File: src/core/acs_pkg.sv
package acs_pkg;

    // slow converter configuration register
    localparam logic [7:0] SLOW_CFG_ADDR      = 8'hbc;
    localparam logic [7:0] SLOW_CFG_RESET     = 8'hf8;
    localparam int         SLOW_DIV_LSB       = 3;
    localparam int         SLOW_DIV_MSB       = 7;
    localparam logic [4:0] SLOW_DIV_RESET     = SLOW_CFG_RESET[SLOW_DIV_MSB:SLOW_DIV_LSB];

    // conversion timing in conversion clocks
    localparam logic [4:0] TRACK_TICKS        = 5'h03;
    localparam logic [4:0] FAST_CONV_TICKS    = 5'h10;
    localparam logic [4:0] SLOW_CONV_TICKS    = 5'h0c;

    // channel indices
    localparam int         CH_FIRST           = 0;
    localparam int         CH_SECOND          = 1;
    localparam int         CH_SLOW            = 2;
    localparam int         NUM_CH             = 3;

    // start-of-conversion source codes
    typedef enum logic [2:0] {
        ACS_SRC_BUSY_WRITE  = 3'b000,
        ACS_SRC_TIMER3      = 3'b001,
        ACS_SRC_EXT_PIN     = 3'b010,
        ACS_SRC_TIMER2      = 3'b011,
        ACS_SRC_FIRST_BUSY  = 3'b100
    } acs_src_e;

    // sequencer states
    typedef enum logic [1:0] {
        ACS_IDLE  = 2'b00,
        ACS_TRACK = 2'b01,
        ACS_CONV  = 2'b10
    } acs_state_e;

endpackage : acs_pkg

File: src/core/acs_chan.sv
`timescale 1ns/1ps
module acs_chan (
    input  wire logic        sys_clk,
    input  wire logic        nrst,
    input  wire logic        enable,
    input  wire logic        startPulse,
    input  wire logic        extMode,
    input  wire logic        trackMode,
    input  wire logic [4:0]  divCount,
    input  wire logic [4:0]  convTicks,
    input  wire logic        captureEn,
    input  wire logic [15:0] coreData,
    output logic             busy,
    output logic             trackHold,
    output logic             convClk,
    output logic [15:0]      result
);
    acs_pkg::acs_state_e state_reg;
    acs_pkg::acs_state_e state_next;
    logic [4:0]  divCnt_reg;
    logic [4:0]  tickCnt_reg;
    logic        busy_reg;
    logic        trackHold_reg;
    logic        convClk_reg;
    logic [15:0] result_reg;
    logic        tick;
    logic        accept;
    logic        lastTick;

    assign tick     = (divCnt_reg == divCount);
    assign accept   = startPulse && enable && (state_reg == acs_pkg::ACS_IDLE);
    assign lastTick = tick && (state_reg == acs_pkg::ACS_CONV) && (tickCnt_reg == convTicks - 5'h01);

    // conversion clock: one tick every divCount+1 system clocks
    always_ff @(posedge sys_clk) begin
        if (!nrst || tick) begin
            divCnt_reg <= 5'h00;
        end else begin
            divCnt_reg <= divCnt_reg + 5'h01;
        end
    end

    always_comb begin
        state_next = state_reg;
        case (state_reg)
            acs_pkg::ACS_IDLE: begin
                if (accept) begin
                    state_next = (trackMode && !extMode) ? acs_pkg::ACS_TRACK : acs_pkg::ACS_CONV;
                end
            end
            acs_pkg::ACS_TRACK: begin
                if (tick && tickCnt_reg == acs_pkg::TRACK_TICKS - 5'h01) begin
                    state_next = acs_pkg::ACS_CONV;
                end
            end
            acs_pkg::ACS_CONV: begin
                if (lastTick) begin
                    state_next = acs_pkg::ACS_IDLE;
                end
            end
            default: state_next = acs_pkg::ACS_IDLE;
        endcase
    end

    always_ff @(posedge sys_clk) begin
        if (!nrst) begin
            state_reg <= acs_pkg::ACS_IDLE;
        end else begin
            state_reg <= state_next;
        end
    end

    // counts conversion clocks within a phase
    always_ff @(posedge sys_clk) begin
        if (!nrst || state_next != state_reg) begin
            tickCnt_reg <= 5'h00;
        end else if (tick) begin
            tickCnt_reg <= tickCnt_reg + 5'h01;
        end
    end

    always_ff @(posedge sys_clk) begin
        if (!nrst) begin
            busy_reg <= 1'b0;
        end else begin
            busy_reg <= (state_next != acs_pkg::ACS_IDLE);
        end
    end

    // track while enabled and not in the conversion phase
    always_ff @(posedge sys_clk) begin
        if (!nrst) begin
            trackHold_reg <= 1'b0;
        end else begin
            trackHold_reg <= enable && (state_next != acs_pkg::ACS_CONV);
        end
    end

    always_ff @(posedge sys_clk) begin
        if (!nrst) begin
            convClk_reg <= 1'b0;
        end else begin
            convClk_reg <= tick;
        end
    end

    // result is stored on the edge where busy falls, only when captureEn is set
    always_ff @(posedge sys_clk) begin
        if (!nrst) begin
            result_reg <= 16'h0000;
        end else if (lastTick && captureEn) begin
            result_reg <= coreData;
        end
    end

    assign busy      = busy_reg;
    assign trackHold = trackHold_reg;
    assign convClk   = convClk_reg;
    assign result    = result_reg;

    property p_busyOnStart;
        @(posedge sys_clk) disable iff (!nrst) accept |=> busy_reg;
    endproperty
    a_busyOnStart: assert property (p_busyOnStart) else $error("busy not set after start");

    property p_trackFirst;
        @(posedge sys_clk) disable iff (!nrst)
            accept && trackMode && !extMode |=> state_reg == acs_pkg::ACS_TRACK && busy_reg;
    endproperty
    a_trackFirst: assert property (p_trackFirst) else $error("no tracking period before conversion");

    property p_extDirect;
        @(posedge sys_clk) disable iff (!nrst) accept && extMode |=> state_reg == acs_pkg::ACS_CONV;
    endproperty
    a_extDirect: assert property (p_extDirect) else $error("external start did not convert at once");

    property p_holdInConv;
        @(posedge sys_clk) disable iff (!nrst)
            state_reg == acs_pkg::ACS_CONV |-> !trackHold_reg ##0 busy_reg;
    endproperty
    a_holdInConv: assert property (p_holdInConv) else $error("tracking during conversion");

    property p_divWrap;
        @(posedge sys_clk) disable iff (!nrst) tick |=> divCnt_reg == 5'h00 ##0 convClk_reg;
    endproperty
    a_divWrap: assert property (p_divWrap) else $error("conversion clock divider wrong");

    property p_busyEnds;
        @(posedge sys_clk) disable iff (!nrst) lastTick |=> !busy_reg ##0 state_reg == acs_pkg::ACS_IDLE;
    endproperty
    a_busyEnds: assert property (p_busyEnds) else $error("busy did not clear at completion");

    property p_resultLoad;
        @(posedge sys_clk) disable iff (!nrst) lastTick && captureEn |=> result_reg == $past(coreData);
    endproperty
    a_resultLoad: assert property (p_resultLoad) else $error("result not stored at completion");

    c_trackConv: cover property (@(posedge sys_clk) disable iff (!nrst)
        state_reg == acs_pkg::ACS_TRACK ##1 state_reg == acs_pkg::ACS_CONV);
    c_finish: cover property (@(posedge sys_clk) disable iff (!nrst) lastTick);
endmodule : acs_chan

File: src/core/acs_top.sv
`timescale 1ns/1ps
module acs_top (
    input  wire logic        sys_clk,
    input  wire logic        nrst,
    input  wire logic [7:0]  sfrAddr,
    input  wire logic        sfrWrEn,
    input  wire logic [7:0]  sfrWrData,
    output logic [7:0]       sfrRdData,
    input  wire logic        t2OvfLow,
    input  wire logic        t2OvfHigh,
    input  wire logic        t2Mode16,
    input  wire logic        t3OvfLow,
    input  wire logic        t3OvfHigh,
    input  wire logic        t3Mode16,
    input  wire logic        firstExtStartPin,
    input  wire logic        secondExtStartPin,
    input  wire logic        slowExtStartPin,
    input  wire logic        differentialSelect,
    input  wire logic        firstEnable,
    input  wire logic [1:0]  firstStartMode,
    input  wire logic        firstTrackMode,
    input  wire logic [3:0]  firstClkDiv,
    input  wire logic        firstBusyWrite,
    input  wire logic        firstDoneClear,
    input  wire logic        firstIrqEnable,
    input  wire logic        secondEnable,
    input  wire logic [2:0]  secondStartMode,
    input  wire logic        secondTrackMode,
    input  wire logic [3:0]  secondClkDiv,
    input  wire logic        secondBusyWrite,
    input  wire logic        secondDoneClear,
    input  wire logic        secondIrqEnable,
    input  wire logic        slowEnable,
    input  wire logic [1:0]  slowStartMode,
    input  wire logic        slowTrackMode,
    input  wire logic        slowBusyWrite,
    input  wire logic        slowDoneClear,
    input  wire logic        slowIrqEnable,
    input  wire logic [15:0] firstCoreData,
    input  wire logic [15:0] secondCoreData,
    input  wire logic [15:0] diffCoreData,
    input  wire logic [9:0]  slowCoreData,
    output logic             firstBusy,
    output logic             firstDoneFlag,
    output logic             firstIrq,
    output logic             firstTrackHold,
    output logic             firstConvClk,
    output logic [7:0]       firstResultHigh,
    output logic [7:0]       firstResultLow,
    output logic             secondBusy,
    output logic             secondDoneFlag,
    output logic             secondIrq,
    output logic             secondTrackHold,
    output logic             secondConvClk,
    output logic [7:0]       secondResultHigh,
    output logic [7:0]       secondResultLow,
    output logic             slowBusy,
    output logic             slowDoneFlag,
    output logic             slowIrq,
    output logic             slowTrackHold,
    output logic             slowConvClk,
    output logic [7:0]       slowResultHigh,
    output logic [7:0]       slowResultLow
);
    localparam int N = acs_pkg::NUM_CH;

    logic [4:0]  slowDiv_reg;
    logic [7:0]  rdData_reg;
    logic [N-1:0] pinMeta_reg;
    logic [N-1:0] pinSync_reg;
    logic [N-1:0] pinPrev_reg;
    logic [N-1:0] pinRise;
    logic        t2Ovf;
    logic        t3Ovf;
    logic [2:0]  mode       [N];
    logic [N-1:0] busyWrite;
    logic [N-1:0] doneClear;
    logic [N-1:0] irqEnable;
    logic [N-1:0] startPulse;
    logic [N-1:0] enable;
    logic [N-1:0] trackMode;
    logic [N-1:0] extMode;
    logic [N-1:0] captureEn;
    logic [4:0]  divCount   [N];
    logic [4:0]  convTicks  [N];
    logic [15:0] coreData   [N];
    logic [N-1:0] busy;
    logic [N-1:0] trackHold;
    logic [N-1:0] convClk;
    logic [15:0] result     [N];
    logic [N-1:0] busyPrev_reg;
    logic [N-1:0] done_reg;
    logic [N-1:0] irq_reg;

    // slow converter configuration register
    always_ff @(posedge sys_clk) begin
        if (!nrst) begin
            slowDiv_reg <= acs_pkg::SLOW_DIV_RESET;
        end else if (sfrWrEn && sfrAddr == acs_pkg::SLOW_CFG_ADDR) begin
            slowDiv_reg <= sfrWrData[acs_pkg::SLOW_DIV_MSB:acs_pkg::SLOW_DIV_LSB];
        end
    end

    // read data; low bits and unmapped addresses read zero
    always_ff @(posedge sys_clk) begin
        if (!nrst) begin
            rdData_reg <= 8'h00;
        end else if (sfrAddr == acs_pkg::SLOW_CFG_ADDR) begin
            rdData_reg <= {slowDiv_reg, 3'h0};
        end else begin
            rdData_reg <= 8'h00;
        end
    end

    // start pin synchronisers and edge detect
    always_ff @(posedge sys_clk) begin
        if (!nrst) begin
            pinMeta_reg <= '0;
            pinSync_reg <= '0;
            pinPrev_reg <= '0;
        end else begin
            pinMeta_reg <= {slowExtStartPin, secondExtStartPin, firstExtStartPin};
            pinSync_reg <= pinMeta_reg;
            pinPrev_reg <= pinSync_reg;
        end
    end
    assign pinRise = pinSync_reg & ~pinPrev_reg;

    assign t2Ovf = t2Mode16 ? t2OvfHigh : t2OvfLow;
    assign t3Ovf = t3Mode16 ? t3OvfHigh : t3OvfLow;

    // per-channel configuration; second follows first in differential mode
    always_comb begin
        mode[acs_pkg::CH_FIRST]       = {1'b0, firstStartMode};
        mode[acs_pkg::CH_SECOND]      = differentialSelect ? {1'b0, firstStartMode} : secondStartMode;
        mode[acs_pkg::CH_SLOW]        = {1'b0, slowStartMode};
        busyWrite                     = {slowBusyWrite, secondBusyWrite, firstBusyWrite};
        doneClear                     = {slowDoneClear, secondDoneClear, firstDoneClear};
        irqEnable                     = {slowIrqEnable, secondIrqEnable, firstIrqEnable};
        enable                        = {slowEnable, differentialSelect ? firstEnable : secondEnable, firstEnable};
        trackMode                     = {slowTrackMode, differentialSelect ? firstTrackMode : secondTrackMode,
                                         firstTrackMode};
        divCount[acs_pkg::CH_FIRST]   = {1'b0, firstClkDiv};
        divCount[acs_pkg::CH_SECOND]  = {1'b0, differentialSelect ? firstClkDiv : secondClkDiv};
        divCount[acs_pkg::CH_SLOW]    = slowDiv_reg;
        convTicks[acs_pkg::CH_FIRST]  = acs_pkg::FAST_CONV_TICKS;
        convTicks[acs_pkg::CH_SECOND] = acs_pkg::FAST_CONV_TICKS;
        convTicks[acs_pkg::CH_SLOW]   = acs_pkg::SLOW_CONV_TICKS;
        coreData[acs_pkg::CH_FIRST]   = differentialSelect ? diffCoreData : firstCoreData;
        coreData[acs_pkg::CH_SECOND]  = secondCoreData;
        coreData[acs_pkg::CH_SLOW]    = {6'h00, slowCoreData};
        captureEn                     = {1'b1, !differentialSelect, 1'b1};
    end

    genvar i;
    generate
        for (i = 0; i < N; i++) begin : g_ch
            logic busyTrig;
            logic pinTrig;
            // in differential mode the second converter starts with the first
            assign busyTrig = (i == acs_pkg::CH_SECOND && differentialSelect) ? firstBusyWrite : busyWrite[i];
            assign pinTrig  = (i == acs_pkg::CH_SECOND && differentialSelect) ? pinRise[0] : pinRise[i];

            // trigger select, codes in listed order from zero
            always_comb begin
                case (mode[i])
                    acs_pkg::ACS_SRC_BUSY_WRITE: startPulse[i] = busyTrig;
                    acs_pkg::ACS_SRC_TIMER3:     startPulse[i] = t3Ovf;
                    acs_pkg::ACS_SRC_EXT_PIN:    startPulse[i] = pinTrig;
                    acs_pkg::ACS_SRC_TIMER2:     startPulse[i] = t2Ovf;
                    acs_pkg::ACS_SRC_FIRST_BUSY: startPulse[i] = (i == acs_pkg::CH_SECOND) && firstBusyWrite;
                    default:                     startPulse[i] = 1'b0;
                endcase
                extMode[i] = (mode[i] == acs_pkg::ACS_SRC_EXT_PIN);
            end

            acs_chan u_chan (
                .sys_clk    (sys_clk),
                .nrst       (nrst),
                .enable     (enable[i]),
                .startPulse (startPulse[i]),
                .extMode    (extMode[i]),
                .trackMode  (trackMode[i]),
                .divCount   (divCount[i]),
                .convTicks  (convTicks[i]),
                .captureEn  (captureEn[i]),
                .coreData   (coreData[i]),
                .busy       (busy[i]),
                .trackHold  (trackHold[i]),
                .convClk    (convClk[i]),
                .result     (result[i])
            );

            // completion flag: busy fall sets it, set wins over clear
            always_ff @(posedge sys_clk) begin
                if (!nrst) begin
                    busyPrev_reg[i] <= 1'b0;
                    done_reg[i]     <= 1'b0;
                end else begin
                    busyPrev_reg[i] <= busy[i];
                    if (busyPrev_reg[i] && !busy[i]) begin
                        done_reg[i] <= 1'b1;
                    end else if (doneClear[i]) begin
                        done_reg[i] <= 1'b0;
                    end
                end
            end

            always_ff @(posedge sys_clk) begin
                if (!nrst) begin
                    irq_reg[i] <= 1'b0;
                end else begin
                    irq_reg[i] <= done_reg[i] && irqEnable[i];
                end
            end

            property p_doneOnFall;
                @(posedge sys_clk) disable iff (!nrst) $fell(busy[i]) |=> done_reg[i];
            endproperty
            a_doneOnFall: assert property (p_doneOnFall) else $error("flag not set by busy fall");

            property p_doneSticky;
                @(posedge sys_clk) disable iff (!nrst) done_reg[i] && !doneClear[i] |=> done_reg[i];
            endproperty
            a_doneSticky: assert property (p_doneSticky) else $error("completion flag lost");

            property p_irqRaise;
                @(posedge sys_clk) disable iff (!nrst) done_reg[i] && irqEnable[i] |=> irq_reg[i];
            endproperty
            a_irqRaise: assert property (p_irqRaise) else $error("interrupt not raised");

            property p_noIrqMasked;
                @(posedge sys_clk) disable iff (!nrst) !irqEnable[i] |=> !irq_reg[i];
            endproperty
            a_noIrqMasked: assert property (p_noIrqMasked) else $error("masked interrupt raised");

            c_doneSet: cover property (@(posedge sys_clk) disable iff (!nrst) $rose(done_reg[i]));
        end
    endgenerate

    property p_cfgWrite;
        @(posedge sys_clk) disable iff (!nrst)
            sfrWrEn && sfrAddr == acs_pkg::SLOW_CFG_ADDR |=> slowDiv_reg == $past(sfrWrData[7:3]);
    endproperty
    a_cfgWrite: assert property (p_cfgWrite) else $error("divider write lost");

    property p_lowBitsZero;
        @(posedge sys_clk) disable iff (!nrst) sfrRdData[2:0] == 3'h0;
    endproperty
    a_lowBitsZero: assert property (p_lowBitsZero) else $error("unused bits read nonzero");

    property p_timerSel;
        @(posedge sys_clk) disable iff (!nrst)
            mode[0] == acs_pkg::ACS_SRC_TIMER2 && !busy[0] && enable[0] && (t2Mode16 ? t2OvfHigh : t2OvfLow)
            |=> busy[0];
    endproperty
    a_timerSel: assert property (p_timerSel) else $error("timer overflow did not start");

    property p_diffFollow;
        @(posedge sys_clk) disable iff (!nrst) differentialSelect && busy[0] && busy[1] |-> trackHold[0] == trackHold[1];
    endproperty
    a_diffFollow: assert property (p_diffFollow) else $error("second converter not following");

    c_diffConv: cover property (@(posedge sys_clk) disable iff (!nrst) differentialSelect && $fell(busy[0]));
    c_extStart: cover property (@(posedge sys_clk) disable iff (!nrst) pinRise[0] && extMode[0]);

    assign sfrRdData        = rdData_reg;
    assign firstBusy        = busy[acs_pkg::CH_FIRST];
    assign firstDoneFlag    = done_reg[acs_pkg::CH_FIRST];
    assign firstIrq         = irq_reg[acs_pkg::CH_FIRST];
    assign firstTrackHold   = trackHold[acs_pkg::CH_FIRST];
    assign firstConvClk     = convClk[acs_pkg::CH_FIRST];
    assign firstResultHigh  = result[acs_pkg::CH_FIRST][15:8];
    assign firstResultLow   = result[acs_pkg::CH_FIRST][7:0];
    assign secondBusy       = busy[acs_pkg::CH_SECOND];
    assign secondDoneFlag   = done_reg[acs_pkg::CH_SECOND];
    assign secondIrq        = irq_reg[acs_pkg::CH_SECOND];
    assign secondTrackHold  = trackHold[acs_pkg::CH_SECOND];
    assign secondConvClk    = convClk[acs_pkg::CH_SECOND];
    assign secondResultHigh = result[acs_pkg::CH_SECOND][15:8];
    assign secondResultLow  = result[acs_pkg::CH_SECOND][7:0];
    assign slowBusy         = busy[acs_pkg::CH_SLOW];
    assign slowDoneFlag     = done_reg[acs_pkg::CH_SLOW];
    assign slowIrq          = irq_reg[acs_pkg::CH_SLOW];
    assign slowTrackHold    = trackHold[acs_pkg::CH_SLOW];
    assign slowConvClk      = convClk[acs_pkg::CH_SLOW];
    assign slowResultHigh   = result[acs_pkg::CH_SLOW][15:8];
    assign slowResultLow    = result[acs_pkg::CH_SLOW][7:0];
endmodule : acs_top

File: config.mk
export PLATFORM = sky130hd
export DESIGN_NAME = acs_top
export DESIGN_NICKNAME = d
export VERILOG_FILES = /design/src/core/acs_pkg.sv /design/src/core/acs_chan.sv /design/src/core/acs_top.sv
export SDC_FILE = /design/constraint.sdc
export NUM_CORES = 1
export LEC_CHECK = 0
export BUFFER_PORTS_ARGS = -buffer_cell sky130_fd_sc_hd__buf_2
export CAP_MARGIN = 20
export CORE_ASPECT_RATIO = 0.5
export CORE_MARGIN = 1
export CORE_UTILIZATION = 25
export CTS_BUF_LIST = sky130_fd_sc_hd__clkbuf_8
export DETAILED_ROUTE_END_ITERATION = 10
export HOLD_SLACK_MARGIN = 0.1
export PLACE_DENSITY = 0.46
export SLEW_MARGIN = 20
export SYNTH_ARGS = -nofsm -noshare
export SYNTH_HDL_FRONTEND = slang
export SYNTH_HIERARCHICAL = 1
export SYNTH_SLANG_ARGS = --single-unit
File: constraint.sdc
create_clock -name sys_clk -period 7.96 [get_ports sys_clk]
set_clock_uncertainty 0.15 [all_clocks]
set_input_delay 0.796 -clock sys_clk [delete_from_list [all_inputs] [get_ports sys_clk]]
set_output_delay 0.796 -clock sys_clk [all_outputs]
set_load 0.005 [all_outputs]
==> run metrics <==
RSZ-0062 raised after global routing no; Cell variety after synth 54; synth top area cells dfxtp_1 (40%), mux2i_1 (8.3%), nand2_1 (8.1%); Ports 188; Site Rows 39; vias in the first global route ~5100; commonest cells after routing, fill and taps aside buf_2 (180), nand2_1 (131), dfxtp_1 (121); critical path required time 8.14 ns; post-synth top area cell dfxtp_1; CTS resizes 0; total congestion overflow 0; Final Power 0.001385 W; Routed wire per std cell 12.46 um; relative slew slack 43.06%; largest net degree at the start of global routing 82; starting density of the core 25.97%; Critical path origin differentialSelect; min-delay src pinMeta_reg[2]; VDD IR-drop max between 0.00007 and 0.00008 V; CP arrival between 3 and 4 ns; CORE AREA roughly 23000 um^2; Final min period 3.197 ns; clock latency on the worst-skew pair 0.47 ns; initial antenna violation count 1; first-iteration detailed-routing DRC count 191; Clk pin slew, worst setup/hold paths roughly 0.090 ns; routed vias 5180; sequential share of the synthesized area approximately two fifths; Post-DRT Antenna Nets 0; post-synthesis register bit count 121; top cell type's share of synthesized area 40.07%; die area 24840 um^2; layout cells sized above 1 29.42%; Reg2Reg Launch Point g_ch[0].u_chan/state_reg[1]; asr flop ratio synth 0%; fillers 2430; TritonCTS Buffers 17; Mapped Cells 671; Die Ht 112.0 um; Final HPWL DP between 10000 and 15000 um; setup TNS 0 ns; clk buf depth 2; Final Slew Violations 0; Mean Syn Cell Area 9.008 um^2; via density per instance 4.277; chip width 221.9 um; crit start category input port; Critical Path Fanout Max 34; critical setup path kind in -> reg; min-delay worst type reg -> reg; register-to-register setup slack 5.62 ns; final setup violating endpoints 0; Synth-to-Final Area Change 28.63%; CTS tree built; Worst Tran Pin Value 0.8501 ns; PortBufs 181; GP Congestion between 0.7 and 0.8; Root Buffer Master clkbuf_8; Synth Warn # 6; postcts setup bufs 0; H-Tree Depth 4; CTS sink cnt 121; max reg flops 48; number of nets in the layout 1020; Overall Global Routing Usage 12.89%; Leakage Power between 3 and 4 nW; Max Cap Viol 0; commonest non-fill, non-tap cell in the layout buf_2; DRC errors left 0; first-pass GRT wire length 25120 um; P per Cell Area 178.1 nW/um^2; final hold vios 0; ANT cells 0; TritonRoute pass-1 iters 4; Synth Cell Area 6045 um^2; Fmax 312.8 MHz; status finished, final reports clean; final wirelength 15090 um; Final Cycle Share 40.16%; EDFF count, synth 0; Hold-fix buffers, CTS 0; CP endpoint kind register; Primary FF master, synth dfxtp_1
==> area by class of cell <==
type	instances	area [um^2]	area share (%)
Inverter	27	101.3	1.304
Tap cell	307	384.1	4.940
Clock inverter	15	175.2	2.253
Clock buffer	17	234.0	3.009
Multi-Input combinational cell	539	3520	45.27
Timing Repair Buffer	185	938.4	12.07
Sequential cell	121	2422	31.16
==> worst paths after layout <==
kind                                   endpoint  cells after the start
setup / recovery  g_ch[1].u_chan/tickCnt_reg[1]                      7
setup reg to reg      g_ch[0].u_chan/result[10]                      5
hold reg to reg                  pinSync_reg[2]                      1
hold / removal                   pinSync_reg[2]                      1
==> report_power, final <==
part / switching (W) / internal, W
sequential: 0.0000151 / 0.000622
clock: 0.000302 / 0.000290
combinational: 0.0000817 / 0.0000745
total: 0.000399 / 0.000986
==> stage by stage <==
step | utilization [%] | cells | worst slack (ns) | hold WS [ns] | cell area [um^2]
final | 33.40 | 1211 | 4.763 | 0.2935 | 7775
after CTS | 33.40 | 1211 | 4.760 | 0.2984 | 7775
after floorplan | - | 720 | 4.605 | 0.2619 | 6228
after detailed placement | 31.65 | 1179 | 4.228 | 0.2768 | 7366
after global routing | 33.40 | 1211 | 4.560 | 0.3105 | 7775
after global placement | 31.65 | 1179 | 4.288 | 0.2652 | 7366
==> worst max-delay path: stages <==
cell and delay (ns):
buf_2 0.57, mux2_2 0.43, xnor2_1 0.15, nand3_1 0.25, or2_2 0.48, o21ai_0 0.58
a21oi_1 0.09
==> Yosys cell counts (4+ instances only) <==
library cell and n:
a21oi_1 26, and2_1 18, and3_1 11, buf_2 4
buf_6 6, clkbuf_1 20, dfxtp_1 121, ha_1 12
inv_1 26, mux2_2 24, mux2i_1 50, nand2_1 131
nand2b_1 15, nand3_1 17, nor2_1 23, nor2b_1 7
nor3_1 6, nor4_1 10, nor4b_1 6, o211ai_1 6
o21ai_0 16, o22ai_1 9, xnor2_1 33, xor2_1 6
==> layer usage <==
| layer | vias to the layer above | share of wire [%] | track usage, % |
|---|---|---|---|
| li1 | 2713 | - | - |
| met1 | 2338 | 48 | 16.11 |
| met2 | 111 | 45 | 20.59 |
| met3 | 18 | 5.0 | 4.170 |
| met4 | 0 | 1.6 | 5.139 |
| met5 | - | 0 | 0 |
==> cells by family (layout without fill, tap and decap cells) <==
logic type | after synthesis | after routing | share of synthesized area, %
other cells | 2 | 51 | 0.1242
flops | 121 | 121 | 40.07
mux | 76 | 76 | 13.50
simple gates | 274 | 274 | 23.97
xor+xnor | 39 | 39 | 5.651
compound gates | 87 | 87 | 9.460
fa+ha+maj | 12 | 12 | 2.484
buf+inv | 60 | 244 | 4.740
No activity file was read; power rests on OpenSTA's default activity.
